## src/include/ccr_pkg.sv

```systemverilog
// Package: register map, field layout and timing constants of the calendar clock block
package ccr_pkg;
    localparam int unsigned CLK_HZ          = 20_000_000;
    localparam int unsigned HALF_SEC_NS     = 500_000_000;
    localparam int unsigned CLK_PERIOD_NS   = 1_000_000_000 / CLK_HZ;
    // Half-second step counted in system clock cycles
    localparam int unsigned HALF_SEC_CYCLES = HALF_SEC_NS / CLK_PERIOD_NS;

    // Register offsets (byte addresses, one 32-bit word each)
    localparam logic [7:0] OFS_CFG     = 8'h00;
    localparam logic [7:0] OFS_TVAL    = 8'h04;
    localparam logic [7:0] OFS_ACFG    = 8'h08;
    localparam logic [7:0] OFS_AVAL    = 8'h0c;
    localparam logic [7:0] OFS_UNLOCK  = 8'h10;
    localparam logic [7:0] OFS_STATUS  = 8'h14;
    localparam logic [7:0] OFS_MASK    = 8'h18;

    // Field positions
    localparam int unsigned CFG_WREN_BIT   = 13;
    localparam int unsigned PTR_LSB        = 8;
    localparam int unsigned CFG_OUTSEL_BIT = 0;
    localparam int unsigned ACFG_EN_BIT    = 15;
    localparam int unsigned STS_ALARM_BIT  = 0;
    localparam int unsigned STS_SEC_BIT    = 1;

    // Two writes in a row open the write-enable window
    localparam logic [31:0] UNLOCK_KEY1 = 32'h0000_0055;
    localparam logic [31:0] UNLOCK_KEY2 = 32'h0000_00aa;
    localparam int unsigned UNLOCK_WINDOW_CYCLES = 1;

    localparam logic [1:0] PTR_MINSEC = 2'h0;
    localparam logic [1:0] PTR_WDHR   = 2'h1;
    localparam logic [1:0] PTR_MONTH_AND_DAY_BCD_VALUE  = 2'h2;
    localparam logic [1:0] PTR_YEAR   = 2'h3;

    // Reset calendar value: Saturday 2000-01-01 00:00:00
    localparam logic [7:0] RST_YEAR  = 8'h00;
    localparam logic [7:0] RST_MONTH = 8'h01;
    localparam logic [7:0] RST_DAY   = 8'h01;
    localparam logic [7:0] RST_WDAY  = 8'h06;

    typedef struct packed {
        logic [7:0] year;
        logic [7:0] month;
        logic [7:0] day;
        logic [7:0] wday;
        logic [7:0] hours;
        logic [7:0] minutes;
        logic [7:0] seconds;
    } ccr_time_t;

    typedef struct packed {
        logic [7:0] month;
        logic [7:0] day;
        logic [7:0] wday;
        logic [7:0] hours;
        logic [7:0] minutes;
        logic [7:0] seconds;
    } ccr_alarm_t;
endpackage

```

## src/rtl/ccr_calendar_clock.sv

```systemverilog
// Calendar clock: BCD time keeping, pointer windows, write lock, alarm and tick output
module ccr_calendar_clock #(
    parameter int unsigned HALF_SEC_COUNT = ccr_pkg::HALF_SEC_CYCLES
) (
    input  wire logic        sys_clk,
    input  wire logic        reset_n,
    input  wire logic        master_clear_reset_n,
    input  wire logic [7:0]  reg_addr,
    input  wire logic [31:0] reg_wdata,
    input  wire logic        reg_wr,
    input  wire logic        reg_rd,
    output logic      [31:0] reg_rdata,
    output logic             irq,
    output logic             clock_out_pin
);
    ccr_pkg::ccr_time_t  time_ff;
    ccr_pkg::ccr_alarm_t alarm_ff;
    logic [31:0] cnt_ff;
    logic        half_ff;
    logic        step_ff;
    logic        wren_ff;
    logic [1:0]  tptr_ff;
    logic [1:0]  aptr_ff;
    logic        outsel_ff;
    logic        alarm_en_ff;
    logic [1:0]  unlock_ff;
    logic [1:0]  unlock_win_ff;
    logic [1:0]  status_ff;
    logic [1:0]  mask_ff;
    logic [31:0] reg_rdata_ff;
    logic        pin_ff;
    logic        master_clear_reset_meta_ff;
    logic        master_clear_reset_sync_ff;
    logic        alarm_hit;
    logic        sec_tick;

    // Master clear only touches the bus side; counting never stops
    always_ff @(posedge sys_clk or negedge reset_n) begin
        if (!reset_n) begin
            master_clear_reset_meta_ff <= 1'b0;
            master_clear_reset_sync_ff <= 1'b0;
        end else begin
            master_clear_reset_meta_ff <= !master_clear_reset_n;
            master_clear_reset_sync_ff <= master_clear_reset_meta_ff;
        end
    end

    logic wr_ok;
    logic rd_ok;
    assign wr_ok = reg_wr && !master_clear_reset_sync_ff;
    assign rd_ok = reg_rd && !master_clear_reset_sync_ff;

    // Half-second prescaler
    always_ff @(posedge sys_clk or negedge reset_n) begin
        if (!reset_n) begin
            cnt_ff  <= 32'h0;
            half_ff <= 1'b0;
            step_ff <= 1'b0;
        end else begin
            step_ff <= 1'b0;
            if (cnt_ff == 32'(HALF_SEC_COUNT - 1)) begin
                cnt_ff  <= 32'h0;
                half_ff <= !half_ff;
                step_ff <= half_ff;
            end else begin
                cnt_ff <= cnt_ff + 32'h1;
            end
        end
    end
    assign sec_tick = step_ff;

    function automatic logic [7:0] bcd_inc(input logic [7:0] v);
        bcd_inc = (v[3:0] == 4'h9) ? {v[7:4] + 4'h1, 4'h0} : {v[7:4], v[3:0] + 4'h1};
    endfunction

    // Last day of month; leap when BCD year divisible by 4 (2000 included)
    function automatic logic [7:0] last_day(input logic [7:0] m, input logic [7:0] y);
        logic leap;
        leap = (y[4] == 1'b0) ? (y[1:0] == 2'b00 && (y[3:0] == 4'h0 || y[3:0] == 4'h4 || y[3:0] == 4'h8))
                              : (y[3:0] == 4'h2 || y[3:0] == 4'h6);
        if (m == 8'h02) begin
            last_day = leap ? 8'h29 : 8'h28;
        end else if (m == 8'h04 || m == 8'h06 || m == 8'h09 || m == 8'h11) begin
            last_day = 8'h30;
        end else begin
            last_day = 8'h31;
        end
    endfunction

    // Write access to the time and alarm windows
    logic t_wr;
    logic a_wr;
    assign t_wr = wr_ok && reg_addr == ccr_pkg::OFS_TVAL;
    assign a_wr = wr_ok && reg_addr == ccr_pkg::OFS_AVAL;

    always_ff @(posedge sys_clk or negedge reset_n) begin
        if (!reset_n) begin
            time_ff <= '{year: ccr_pkg::RST_YEAR, month: ccr_pkg::RST_MONTH, day: ccr_pkg::RST_DAY,
                         wday: ccr_pkg::RST_WDAY, hours: 8'h0, minutes: 8'h0, seconds: 8'h0};
        end else if (t_wr && wren_ff) begin
            case (tptr_ff)
                ccr_pkg::PTR_MINSEC: begin
                    time_ff.minutes <= reg_wdata[15:8];
                    time_ff.seconds <= reg_wdata[7:0];
                end
                ccr_pkg::PTR_WDHR: begin
                    time_ff.wday  <= {5'h0, reg_wdata[10:8]};
                    time_ff.hours <= {2'h0, reg_wdata[5:0]};
                end
                ccr_pkg::PTR_MONTH_AND_DAY_BCD_VALUE: begin
                    time_ff.month <= {3'h0, reg_wdata[12:8]};
                    time_ff.day   <= {2'h0, reg_wdata[5:0]};
                end
                default: begin
                    time_ff.year <= reg_wdata[7:0];
                end
            endcase
        end else if (sec_tick) begin
            if (time_ff.seconds != 8'h59) begin
                time_ff.seconds <= bcd_inc(time_ff.seconds);
            end else begin
                time_ff.seconds <= 8'h0;
                if (time_ff.minutes != 8'h59) begin
                    time_ff.minutes <= bcd_inc(time_ff.minutes);
                end else begin
                    time_ff.minutes <= 8'h0;
                    if (time_ff.hours != 8'h23) begin
                        time_ff.hours <= bcd_inc(time_ff.hours);
                    end else begin
                        time_ff.hours <= 8'h0;
                        time_ff.wday  <= (time_ff.wday == 8'h06) ? 8'h0 : time_ff.wday + 8'h1;
                        if (time_ff.day != last_day(time_ff.month, time_ff.year)) begin
                            time_ff.day <= bcd_inc(time_ff.day);
                        end else begin
                            time_ff.day <= 8'h01;
                            if (time_ff.month != 8'h12) begin
                                time_ff.month <= bcd_inc(time_ff.month);
                            end else begin
                                time_ff.month <= 8'h01;
                                time_ff.year  <= (time_ff.year == 8'h99) ? 8'h0 : bcd_inc(time_ff.year);
                            end
                        end
                    end
                end
            end
        end
    end

    // Alarm value registers
    always_ff @(posedge sys_clk or negedge reset_n) begin
        if (!reset_n) begin
            alarm_ff <= '0;
        end else if (a_wr) begin
            case (aptr_ff)
                ccr_pkg::PTR_MINSEC: begin
                    alarm_ff.minutes <= reg_wdata[15:8];
                    alarm_ff.seconds <= reg_wdata[7:0];
                end
                ccr_pkg::PTR_WDHR: begin
                    alarm_ff.wday  <= {5'h0, reg_wdata[10:8]};
                    alarm_ff.hours <= {2'h0, reg_wdata[5:0]};
                end
                ccr_pkg::PTR_MONTH_AND_DAY_BCD_VALUE: begin
                    alarm_ff.month <= {3'h0, reg_wdata[12:8]};
                    alarm_ff.day   <= {2'h0, reg_wdata[5:0]};
                end
                default: begin
                end
            endcase
        end
    end

    // Window accesses step pointers down, holding at zero
    logic cfg_wr;
    logic acfg_wr;
    logic t_rd;
    logic a_rd;
    assign cfg_wr  = wr_ok && reg_addr == ccr_pkg::OFS_CFG;
    assign acfg_wr = wr_ok && reg_addr == ccr_pkg::OFS_ACFG;
    assign t_rd    = rd_ok && reg_addr == ccr_pkg::OFS_TVAL;
    assign a_rd    = rd_ok && reg_addr == ccr_pkg::OFS_AVAL;

    always_ff @(posedge sys_clk or negedge reset_n) begin
        if (!reset_n) begin
            tptr_ff <= ccr_pkg::PTR_MINSEC;
            aptr_ff <= ccr_pkg::PTR_MINSEC;
        end else begin
            if (cfg_wr) begin
                tptr_ff <= reg_wdata[ccr_pkg::PTR_LSB +: 2];
            end else if ((t_wr || t_rd) && tptr_ff != ccr_pkg::PTR_MINSEC) begin
                tptr_ff <= tptr_ff - 2'h1;
            end
            if (acfg_wr) begin
                aptr_ff <= reg_wdata[ccr_pkg::PTR_LSB +: 2];
            end else if ((a_wr || a_rd) && aptr_ff != ccr_pkg::PTR_MINSEC) begin
                aptr_ff <= aptr_ff - 2'h1;
            end
        end
    end

    // Unlock sequence: key1 then key2, then a two-cycle window to set write enable
    always_ff @(posedge sys_clk or negedge reset_n) begin
        if (!reset_n) begin
            unlock_ff     <= 2'h0;
            unlock_win_ff <= 2'h0;
        end else begin
            if (wr_ok && reg_addr == ccr_pkg::OFS_UNLOCK) begin
                unlock_ff <= {unlock_ff[0] && reg_wdata == ccr_pkg::UNLOCK_KEY2,
                              reg_wdata == ccr_pkg::UNLOCK_KEY1};
            end else begin
                unlock_ff <= 2'h0;
            end
            unlock_win_ff <= (unlock_win_ff != 2'h0) ? unlock_win_ff - 2'h1
                           : (unlock_ff[1] ? 2'(ccr_pkg::UNLOCK_WINDOW_CYCLES) : 2'h0);
        end
    end

    logic win_open;
    assign win_open = unlock_ff[1] || unlock_win_ff != 2'h0;

    always_ff @(posedge sys_clk or negedge reset_n) begin
        if (!reset_n) begin
            wren_ff     <= 1'b0;
            outsel_ff   <= 1'b0;
            alarm_en_ff <= 1'b0;
        end else begin
            if (cfg_wr) begin
                // Clearing always allowed; setting only inside the window
                wren_ff   <= reg_wdata[ccr_pkg::CFG_WREN_BIT] && (wren_ff || win_open);
                outsel_ff <= reg_wdata[ccr_pkg::CFG_OUTSEL_BIT];
            end
            if (acfg_wr) begin
                alarm_en_ff <= reg_wdata[ccr_pkg::ACFG_EN_BIT];
            end
        end
    end

    assign alarm_hit = alarm_en_ff && sec_tick
                    && alarm_ff == {time_ff.month, time_ff.day, time_ff.wday,
                                    time_ff.hours, time_ff.minutes, time_ff.seconds};

    // Sticky events; set wins over clear-on-read
    logic sts_rd;
    assign sts_rd = rd_ok && reg_addr == ccr_pkg::OFS_STATUS;
    always_ff @(posedge sys_clk or negedge reset_n) begin
        if (!reset_n) begin
            status_ff <= 2'h0;
            mask_ff   <= 2'h0;
        end else begin
            status_ff <= (sts_rd ? 2'h0 : status_ff) | {sec_tick, alarm_hit};
            if (wr_ok && reg_addr == ccr_pkg::OFS_MASK) begin
                mask_ff <= reg_wdata[1:0];
            end
        end
    end
    assign irq = |(status_ff & mask_ff);

    // Pin: one-cycle seconds pulse or alarm pulse
    always_ff @(posedge sys_clk or negedge reset_n) begin
        if (!reset_n) begin
            pin_ff <= 1'b0;
        end else begin
            pin_ff <= outsel_ff ? sec_tick : alarm_hit;
        end
    end
    assign clock_out_pin = pin_ff;

    // Read data, one cycle after the strobe; unmapped reads zero
    always_ff @(posedge sys_clk or negedge reset_n) begin
        if (!reset_n) begin
            reg_rdata_ff <= 32'h0;
        end else if (rd_ok) begin
            if (reg_addr == ccr_pkg::OFS_CFG) begin
                reg_rdata_ff <= 32'({wren_ff, 3'h0, tptr_ff, 7'h0, outsel_ff});
            end else if (reg_addr == ccr_pkg::OFS_TVAL) begin
                case (tptr_ff)
                    ccr_pkg::PTR_MINSEC: reg_rdata_ff <= {16'h0, time_ff.minutes, time_ff.seconds};
                    ccr_pkg::PTR_WDHR:   reg_rdata_ff <= {16'h0, time_ff.wday, time_ff.hours};
                    ccr_pkg::PTR_MONTH_AND_DAY_BCD_VALUE:  reg_rdata_ff <= {16'h0, time_ff.month, time_ff.day};
                    default:             reg_rdata_ff <= {24'h0, time_ff.year};
                endcase
            end else if (reg_addr == ccr_pkg::OFS_ACFG) begin
                reg_rdata_ff <= 32'({alarm_en_ff, 5'h0, aptr_ff, 8'h0});
            end else if (reg_addr == ccr_pkg::OFS_AVAL) begin
                case (aptr_ff)
                    ccr_pkg::PTR_MINSEC: reg_rdata_ff <= {16'h0, alarm_ff.minutes, alarm_ff.seconds};
                    ccr_pkg::PTR_WDHR:   reg_rdata_ff <= {16'h0, alarm_ff.wday, alarm_ff.hours};
                    ccr_pkg::PTR_MONTH_AND_DAY_BCD_VALUE:  reg_rdata_ff <= {16'h0, alarm_ff.month, alarm_ff.day};
                    default:             reg_rdata_ff <= 32'h0;
                endcase
            end else if (reg_addr == ccr_pkg::OFS_STATUS) begin
                reg_rdata_ff <= {30'h0, status_ff};
            end else if (reg_addr == ccr_pkg::OFS_MASK) begin
                reg_rdata_ff <= {30'h0, mask_ff};
            end else begin
                reg_rdata_ff <= 32'h0;
            end
        end else begin
            reg_rdata_ff <= 32'h0;
        end
    end
    assign reg_rdata = reg_rdata_ff;
endmodule // ccr_calendar_clock

```

## config.mk

```make
export PLATFORM = sky130hd
export DESIGN_NAME = ccr_calendar_clock
export DESIGN_NICKNAME = d
export VERILOG_FILES = /design/src/include/ccr_pkg.sv /design/src/rtl/ccr_calendar_clock.sv
export SDC_FILE = /design/constraint.sdc
export NUM_CORES = 1
export LEC_CHECK = 0
export ABC_AREA = 1
export BUFFER_PORTS_ARGS = -buffer_cell sky130_fd_sc_hd__buf_4
export CAP_MARGIN = 40
export CORE_UTILIZATION = 47
export DETAILED_ROUTE_END_ITERATION = 6
export GPL_ROUTABILITY_DRIVEN = 0
export GPL_TIMING_DRIVEN = 0
export HOLD_SLACK_MARGIN = 0.06
export MAX_ROUTING_LAYER = met4
export PLACE_DENSITY = 0.67
export SETUP_SLACK_MARGIN = 0.4
export SKIP_CTS_REPAIR_TIMING = 1
export SLEW_MARGIN = 20
export SYNTH_ARGS = -nofsm -noshare
export SYNTH_HDL_FRONTEND = slang
export SYNTH_SLANG_ARGS = --single-unit
```

## constraint.sdc

```tcl
create_clock -name sys_clk -period 1.66 [get_ports sys_clk]
set_input_delay 0.166 -clock sys_clk [delete_from_list [all_inputs] [get_ports sys_clk]]
set_output_delay 0.166 -clock sys_clk [all_outputs]
set_load 0.01 [all_outputs]
```

* After elaboration in Yosys (flattened, before gate mapping) *
Index checks and enable logic that the tools add are counted.

storage, ports and cells
  bits in registers = 176

operators by class
  bitwise gates (word level) = 2
  reductions and logical operators = 62
  equality and inequality tests = 50
  $add $sub $neg = 17
  muxes and demuxes = 53

operators by type and width
  cell                                              count
  two-way mux 32 bit                                7
  two-way mux 8 bit                                 20
  two-way mux 56 bit                                2
  one-hot mux 16 bit (3 select lines)               2
  two-way mux 16 bit                                4
  adder 4 x 1 -> 4 bit (second input constant)      12
  == test 45 x 48 -> 1 bit                          1
  two-way mux 48 bit                                1
  two-way mux 40 bit                                1
  adder 32 x 1 -> 32 bit (second input constant)    1
  == test 32 x 24 -> 1 bit (second input constant)  1
  == test 32 x 7 -> 1 bit (second input constant)   1
  == test 32 x 8 -> 1 bit (second input constant)   1
  == test 8 x 3 -> 1 bit (second input constant)    4
  == test 8 x 5 -> 1 bit (second input constant)    4
  == test 4 bit (second input constant)             7
  == test 8 x 4 -> 1 bit (second input constant)    3
  logical AND 1 bit                                 19
  two-way mux 2 bit                                 9
  != test 8 x 7 -> 1 bit (second input constant)    2
  != test 3 x 2 -> 1 bit (second input constant)    5
  AND reduction 5 bit                               3
  AND reduction 7 bit                               2
  != test 2 bit (second input constant)             6
  30 further kinds                                  66

* Logic depth before layout (Yosys ltp) *
Gate-level depths: netlist of the first run.

  word-level depth = 19
  mapped depth = 14

* Least setup slack after synthesis of the first run *
Ideal clock, no wire load.

  path type = reg2reg
  start = register time_ff[1] (netlist bit)
  end = register time_ff[48] (netlist bit)
  data required time = 1.543 ns
  arrival time = 1.687 ns
  stages on the path, launching flop included = 12
  library setup time = 0.117 ns
  clock period less this slack = 1.804 ns
  path slack = -0.144 ns
  cells stage by stage = dfrtp_1 > inv_1 > ha_1 > nand3_1 > inv_1 > nand4_1 > o21ai_4 > nand2_4 > nor2_8 > nand3_4 > o21ai_1 > inv_1

on the way
  longest elaborated chain between the ends = 3

ends and longest elaborated chain
  element                               line                       source
  from (decl)                           ccr_calendar_clock.sv:16   ccr_pkg::ccr_time_t time_ff;
  from (signal assigned)                ccr_calendar_clock.sv:98   time_ff <= '{year: ccr_pkg::RST_YEAR, month: ccr_pkg::RST_MONTH, day: ccr_pkg::RST_DAY,
  != test 8 x 7 -> 1 bit                ccr_calendar_clock.sv:119  if (time_ff.seconds != 8'h59) begin
  != test 2 bit (no source line)        n/a
  AND reduction 7 bit (no source line)  n/a

Every way passes these cells.
A chain may end at the register's enable or synchronous reset.

* Final worst setup path of the first run *
  start = register time_ff[1] (netlist bit)
  end = register time_ff[20] (netlist bit)

on the way
  longest elaborated chain between the ends = 3

ends and longest elaborated chain
  element                               line
  != test 8 x 7 -> 1 bit                ccr_calendar_clock.sv:119
  != test 2 bit (no source line)        n/a
  AND reduction 5 bit (no source line)  n/a

Every way passes these cells.

==> impl_metrics.tcl, run 1 <==
set metrics [dict create \
    violations "hold timing, setup timing" \
    clk_transition_reported_paths_ps 70 \
    worstPathArrival_ps 2570 \
    synth_commonest_cells "nand2_1 (279), inv_1 (179), dfrtp_1 (156)" \
    p_sw_w 0.00248 \
    htree_levels 4 \
    worstPathRequired_ps 2020 \
    core_um2 21000 \
    drive_gt1_frac 0.411 \
    critPathKind "register to register" \
    synth_ff_type "dfrtp_1" \
    p_comb_frac 0.116 \
    ant_nets 0 \
    netlist_top_cells_area "dfrtp_1 (39%), nand2_1 (10%), inv_1 (6.7%), o21ai_0 (4.9%), xor2_1 (4.5%)" \
    ir_worst_vdd_mv 0.727 \
    grt.total_usage 0.310 \
    cts-root-buf "clkbuf_16" \
    die_w_um 148 \
    worst-path-max-fanout 4 \
    antenna_found_initial 2 \
    wl_per_cell_um 20.2 \
    insertion_delay_ps 440 \
    synth_top_area_share 0.387 \
    cts_tree "built" \
    power_density_nw_per_um2 616 \
    viasPerCell 5.83 \
    max_slew_margin 0.495 \
    final_area_um2 14800 \
    syn_area_per_cell_um2 7.73 \
    synth_edf_count 0 \
    hpwl_um 24400 \
    grt_pass1_wl_um 50100 \
    drcViolationCount 0 \
    postRouteWirelength_um 36800 \
    maxSlewViolCount 0 \
    hold_class "input pin to asynchronous set/reset pin" \
    place_area_um2 11700 \
    die_h_um 148 \
    grt.overflow.total 0 \
    ys_seq_elements 160 \
    dp_cells 1657 \
    io_buffers 62 \
    vias 10600 \
    instances_no_fill 1820 \
    synth_cells 1304 \
    whs_ps -322 \
    power_frac_clock 0.451 \
    power_frac_seq 0.433 \
    worst_pin_slew_ps 751 \
    pin_count 79 \
    die_area_um2 22000 \
    p_leak_nw 6.98 \
    nFillCells 1499 \
    period_needed_ps 2210 \
    hold_violations 70 \
    clockBufferDepth 2 \
    grt_max_degree 90 \
    area_delta_synth_final_pct 47.1 \
    period_share 1.33 \
    synthArstFlopShare 1.00 \
    synth.most_common_cell "nand2_1" \
    fmax_mhz 453 \
    rsz0062_at_grt "yes" \
    grt_pass1_vias 9041 \
    status "finished, violations left" \
    start_util 0.480 \
    syn-cell-area_um2 10100 \
    fin_skew_ps 10.6 \
    synth_top_area_cell "dfrtp_1" \
    yosysSeqAreaShare 0.398 \
    drv.max_cap_violation_count 0 \
    p_int_w 0.00665 \
    end_kind "register" \
    crit_path_start_kind "register" \
    tns_ps -23470 \
    drt_iter0_markers 1109 \
    yosys_warnings 0 \
    clkSinkCount 160 \
    fin_ws_ps -549 \
    utilization 0.706 \
    synth_cell_type_count 55 \
    cts_made_buffers 17 \
    drt_pass1_iterations 6 \
    fin_nets 1605 \
    finalSetupViolations 68 \
    switching_share 0.272 \
    placementRows 53 \
]
## sequential cells by signal, indices dropped and copies added (netlist names), 2 cells and up
signal         cells
cnt_ff            32
reg_rdata         16
alarm_ff          36
tptr_ff            2
unlock_win_ff      2
aptr_ff            2
time_ff           56
unlock_ff          2
mask_ff            2
status_ff          2
## metrics by stage
step	power [W]	hold slack [ps]	worst slack, ps
CTS	0.00881	-291	-572
finish	0.00913	-322	-549
global route	0.00939	-288	-633
floorplan	0.00442	-130	-111
detailed placement	0.00474	177	-555
global placement	0.00472	312	-530
## logic make-up (layout without fill, tap and decap cells)
kind of cell    after synthesis  count (layout)  share of synthesized area
mux                           3               3                    0.00298
compound gates              233             233                      0.137
flops                       160             160                      0.398
buf+inv                     234             458                     0.0943
xor+xnor                     68              68                     0.0591
simple gates                576             577                      0.273
other cells                   1              17                   0.000372
fa+ha+maj                    29              29                     0.0360
## layout by cell type, fill, tap and decap left out, types with 10 or more instances in the layout
master,count
nor3_1,14
nand2_2,46
o21ai_2,33
clkbuf_16,23
nor2_2,23
nand2_1,210
dfrtp_2,31
o21ai_0,54
inv_2,30
nand2_4,28
nor2_1,56
conb_1,16
a21oi_1,27
ha_1,19
buf_4,162
buf_6,28
o221ai_2,13
xor2_1,50
o22ai_1,16
nor2_4,33
nand3_1,42
o21ai_1,38
inv_4,12
xnor2_1,16
nand3_4,11
nor4_1,13
dfrtp_1,125
inv_1,141
nand4_1,30
nor4_4,11
nand3_2,14
nor3_4,10
## power by group through the flow
stage,registers (W),logic [W],clock network (W)
after floorplan,0.00402,0.000394,0
after global placement,0.00403,0.000690,0
after detailed placement,0.00403,0.000709,0
after CTS,0.00396,0.000711,0.00414
after global routing,0.00396,0.00111,0.00432
final,0.00396,0.00106,0.00412
## layout make-up
type	count	area (µm²)	area share
Antenna cell	1	2.50	0.000169
Buffer	40	430	0.0290
Timing Repair Buffer	192	1730	0.117
Inverter	194	833	0.0562
Sequential cell	160	4050	0.273
Clock buffer	17	425	0.0287
Clock inverter	15	173	0.0116
Multi-Input combinational cell	926	6840	0.461
Tap cell	275	344	0.0232
## final timing paths
| path | start | endpoint | slack (ps) | cells after the start |
|---|---|---|---|---|
| max in group asynchronous | reset_n | time_ff[42] | 1090 | 2 |
| hold reg to reg | master_clear_reset_meta_ff | master_clear_reset_sync_ff | 350 | 0 |
| setup / recovery | time_ff[1] | time_ff[20] | -550 | 11 |
| setup reg to reg | time_ff[1] | time_ff[20] | -550 | 11 |
| min in group sys_clk | reg_wdata[13] | alarm_ff[13] | 40 | 3 |
| hold / removal | reset_n | reg_rdata[4] | -320 | 1 |
## layer usage
metal	wire length, µm	GRT usage	vias up
li1	-	-	4783
met1	14700	0.420	5105
met2	17100	0.455	607
met3	3640	0.0684	114
met4	1290	0.108	0
met5	0	-	-
## critical path: stages, from the launching register on
cell and delay [ps]:
dfrtp_2 440, inv_2 90, ha_4 140, nand3_4 90, inv_2 50, nand4_1 240, o21ai_4 350, nand2_4 150
buf_4 180, nor3_4 180, nor2_1 60, a31oi_1 160
No activity file was read; power rests on OpenSTA's default activity.
==> run 2: changes to the inputs <==
--- a/config.mk
+++ b/config.mk
@@ -15,6 +15,7 @@
 export HOLD_SLACK_MARGIN = 0.06
 export MAX_ROUTING_LAYER = met4
 export PLACE_DENSITY = 0.67
+export REMOVE_ABC_BUFFERS = 1
 export SETUP_SLACK_MARGIN = 0.4
 export SKIP_CTS_REPAIR_TIMING = 1
 export SLEW_MARGIN = 20
==> run 2 against run 1 <==
Register-to-register slack about the same; first-iteration DRC count up 35%; highest routed layer unchanged; the flow still finishes with violations (hold timing, setup timing); combinational power about the same; final area down 3.4%; cell count down 0.99%; largest power group unchanged; maximum frequency up 0.49%; critical endpoint is now time_ff[22]; clock-buffer cell count up 1.
==> impl_metrics.tcl, run 2 (synthesized netlist as in run 1, its figures left out) <==
set metrics [dict create \
    largest_reg_flops 56 \
    max_slew_margin 0.367 \
    cp_cell_sequence "inv_2 > nand3_4 > inv_2 > nand4_1 > o21ai_4 > nand2_4 > buf_12 > nor2_8 > buf_4 > nand2_1 > o22ai_1" \
    placementRows 53 \
    worst_pin_slew_ps 942 \
    power_density_nw_per_um2 635 \
    viasPerCell 6.02 \
    grt.overflow.total 0 \
    p_leak_nw 6.71 \
    die_h_um 148 \
    die_area_um2 22000 \
    wl_per_cell_um 20.4 \
    fin_ws_ps -538 \
    rsz0062_at_grt "yes" \
    whs_ps -359 \
    period_needed_ps 2200 \
    cts_tree "built" \
    utilization 0.681 \
    hold_violations 63 \
    critPathKind "register to register" \
    die_w_um 148 \
    dp_slack_ps -1030 \
    clockBufferDepth 2 \
    finalPower_w 0.00910 \
    io_buffers 62 \
    reg2reg_to "time_ff[22]" \
    hpwl_um 22400 \
    start_util 0.480 \
    worst-path-max-fanout 6 \
    grt_max_degree 97 \
    clkSinkCount 160 \
    cts_made_buffers 17 \
    crit_path_start_kind "register" \
    regMostFlops "time_ff" \
    layout_commonest_cell "nand2_1" \
    grt_pass1_vias 8705 \
    reg_top3 "time_ff: 56 flops, alarm_ff: 36 flops, cnt_ff: 32 flops" \
    cpMostUsedCell "inv_2" \
    r2r_cells 11 \
    postRouteWirelength_um 36800 \
    status "finished, violations left" \
    grt_pass1_wl_um 46900 \
    period_share 1.32 \
    cts-root-buf "clkbuf_16" \
    maxSlewViolCount 0 \
    drv.max_cap_violation_count 0 \
    drt_pass1_iterations 6 \
    end_kind "register" \
    clk_transition_reported_paths_ps 80 \
    worstPathArrival_ps 2550 \
    hold_class "input pin to asynchronous set/reset pin" \
    core_um2 21000 \
    insertion_delay_ps 440 \
    drive_gt1_frac 0.379 \
    grt.total_usage 0.286 \
    htree_levels 4 \
    drcViolationCount 0 \
    path_delay_family "simple AND/OR/NAND/NOR gates" \
    finalSetupViolations 128 \
    fin_skew_ps 12.5 \
    fin_nets 1587 \
    worst_path_max_delay_cell "dfrtp_1" \
    ant_nets 0 \
    r2r_setup_slack_ps -540 \
    ir_worst_vdd_mv 0.592 \
    antenna_found_initial 0 \
    critPathLaunch "time_ff[2]" \
    fmax_mhz 455 \
    cp_slowest_stage_delay_ps 470 \
    drt_iter0_markers 1492 \
    worstPathRequired_ps 2010 \
    area_delta_synth_final_pct 42.1 \
    vias 10800 \
    cp_num_buf_inv 4 \
    final_cell_mix "nand2_1 (206), buf_4 (155), inv_1 (143)" \
    pin_count 79 \
    timing.rr.start "time_ff[2]" \
    violations "hold timing, setup timing" \
]
-- run 2: worst max-delay path by stage --
| stage | endpoint | slack [ps] | cells after the start |
|---|---|---|---|
| 2_1_floorplan | time_ff[48] | -150 | 11 |
| 3_3_place_gp | time_ff[42] | -1040 | 13 |
| 3_5_place_dp | time_ff[42] | -1030 | 13 |
| 4_1_cts | time_ff[42] | -920 | 12 |
| 5_1_grt | time_ff[22] | -600 | 12 |
| 6_report | time_ff[22] | -540 | 11 |
-- run 2: power breakdown --
part	switching [W]	total, W	internal (W)
Combinational	0.000603	0.00103	0.000424
Clock	0.00191	0.00411	0.00220
Sequential	0.0000389	0.00396	0.00392
Total	0.00255	0.00910	0.00655
-- run 2: through the flow --
step | TNS (ps) | hold slack, ps | cells | cell area [µm²]
finish | -26440 | -359 | 1802 | 14300
global route | -33780 | -311 | 1801 | 14300
CTS | -61610 | -318 | 1650 | 11400
detailed placement | -65500 | 144 | 1618 | 10800
global placement | -140500 | 311 | 1616 | 10700
floorplan | -3760 | -130 | 1279 | 9920
-- run 2: worst reg2reg max path, stage by stage (launching register included) --
cell,delay [ps]
dfrtp_1,470
inv_2,160
nand3_4,100
inv_2,50
nand4_1,220
o21ai_4,330
nand2_4,140
buf_12,160
nor2_8,160
buf_4,140
nand2_1,40
o22ai_1,140
-- run 2: layout make-up --
cell class | count | area (µm²)
Clock inverter | 14 | 165
Inverter | 194 | 807
Tap cell | 275 | 344
Timing Repair inverter | 1 | 7.51
Multi-Input combinational cell | 933 | 6660
Sequential cell | 160 | 4050
Fill cell | 1535 | 6700
Timing Repair Buffer | 206 | 1860
Clock buffer | 18 | 439
Antenna cell | 1 | 2.50
-- run 2: layer usage --
| layer | global-route usage | share of wire |
|---|---|---|
| met3 | 0.0466 | 0.10 |
| met5 | - | 0 |
| met2 | 0.419 | 0.45 |
| met4 | 0.110 | 0.052 |
| met1 | 0.395 | 0.39 |
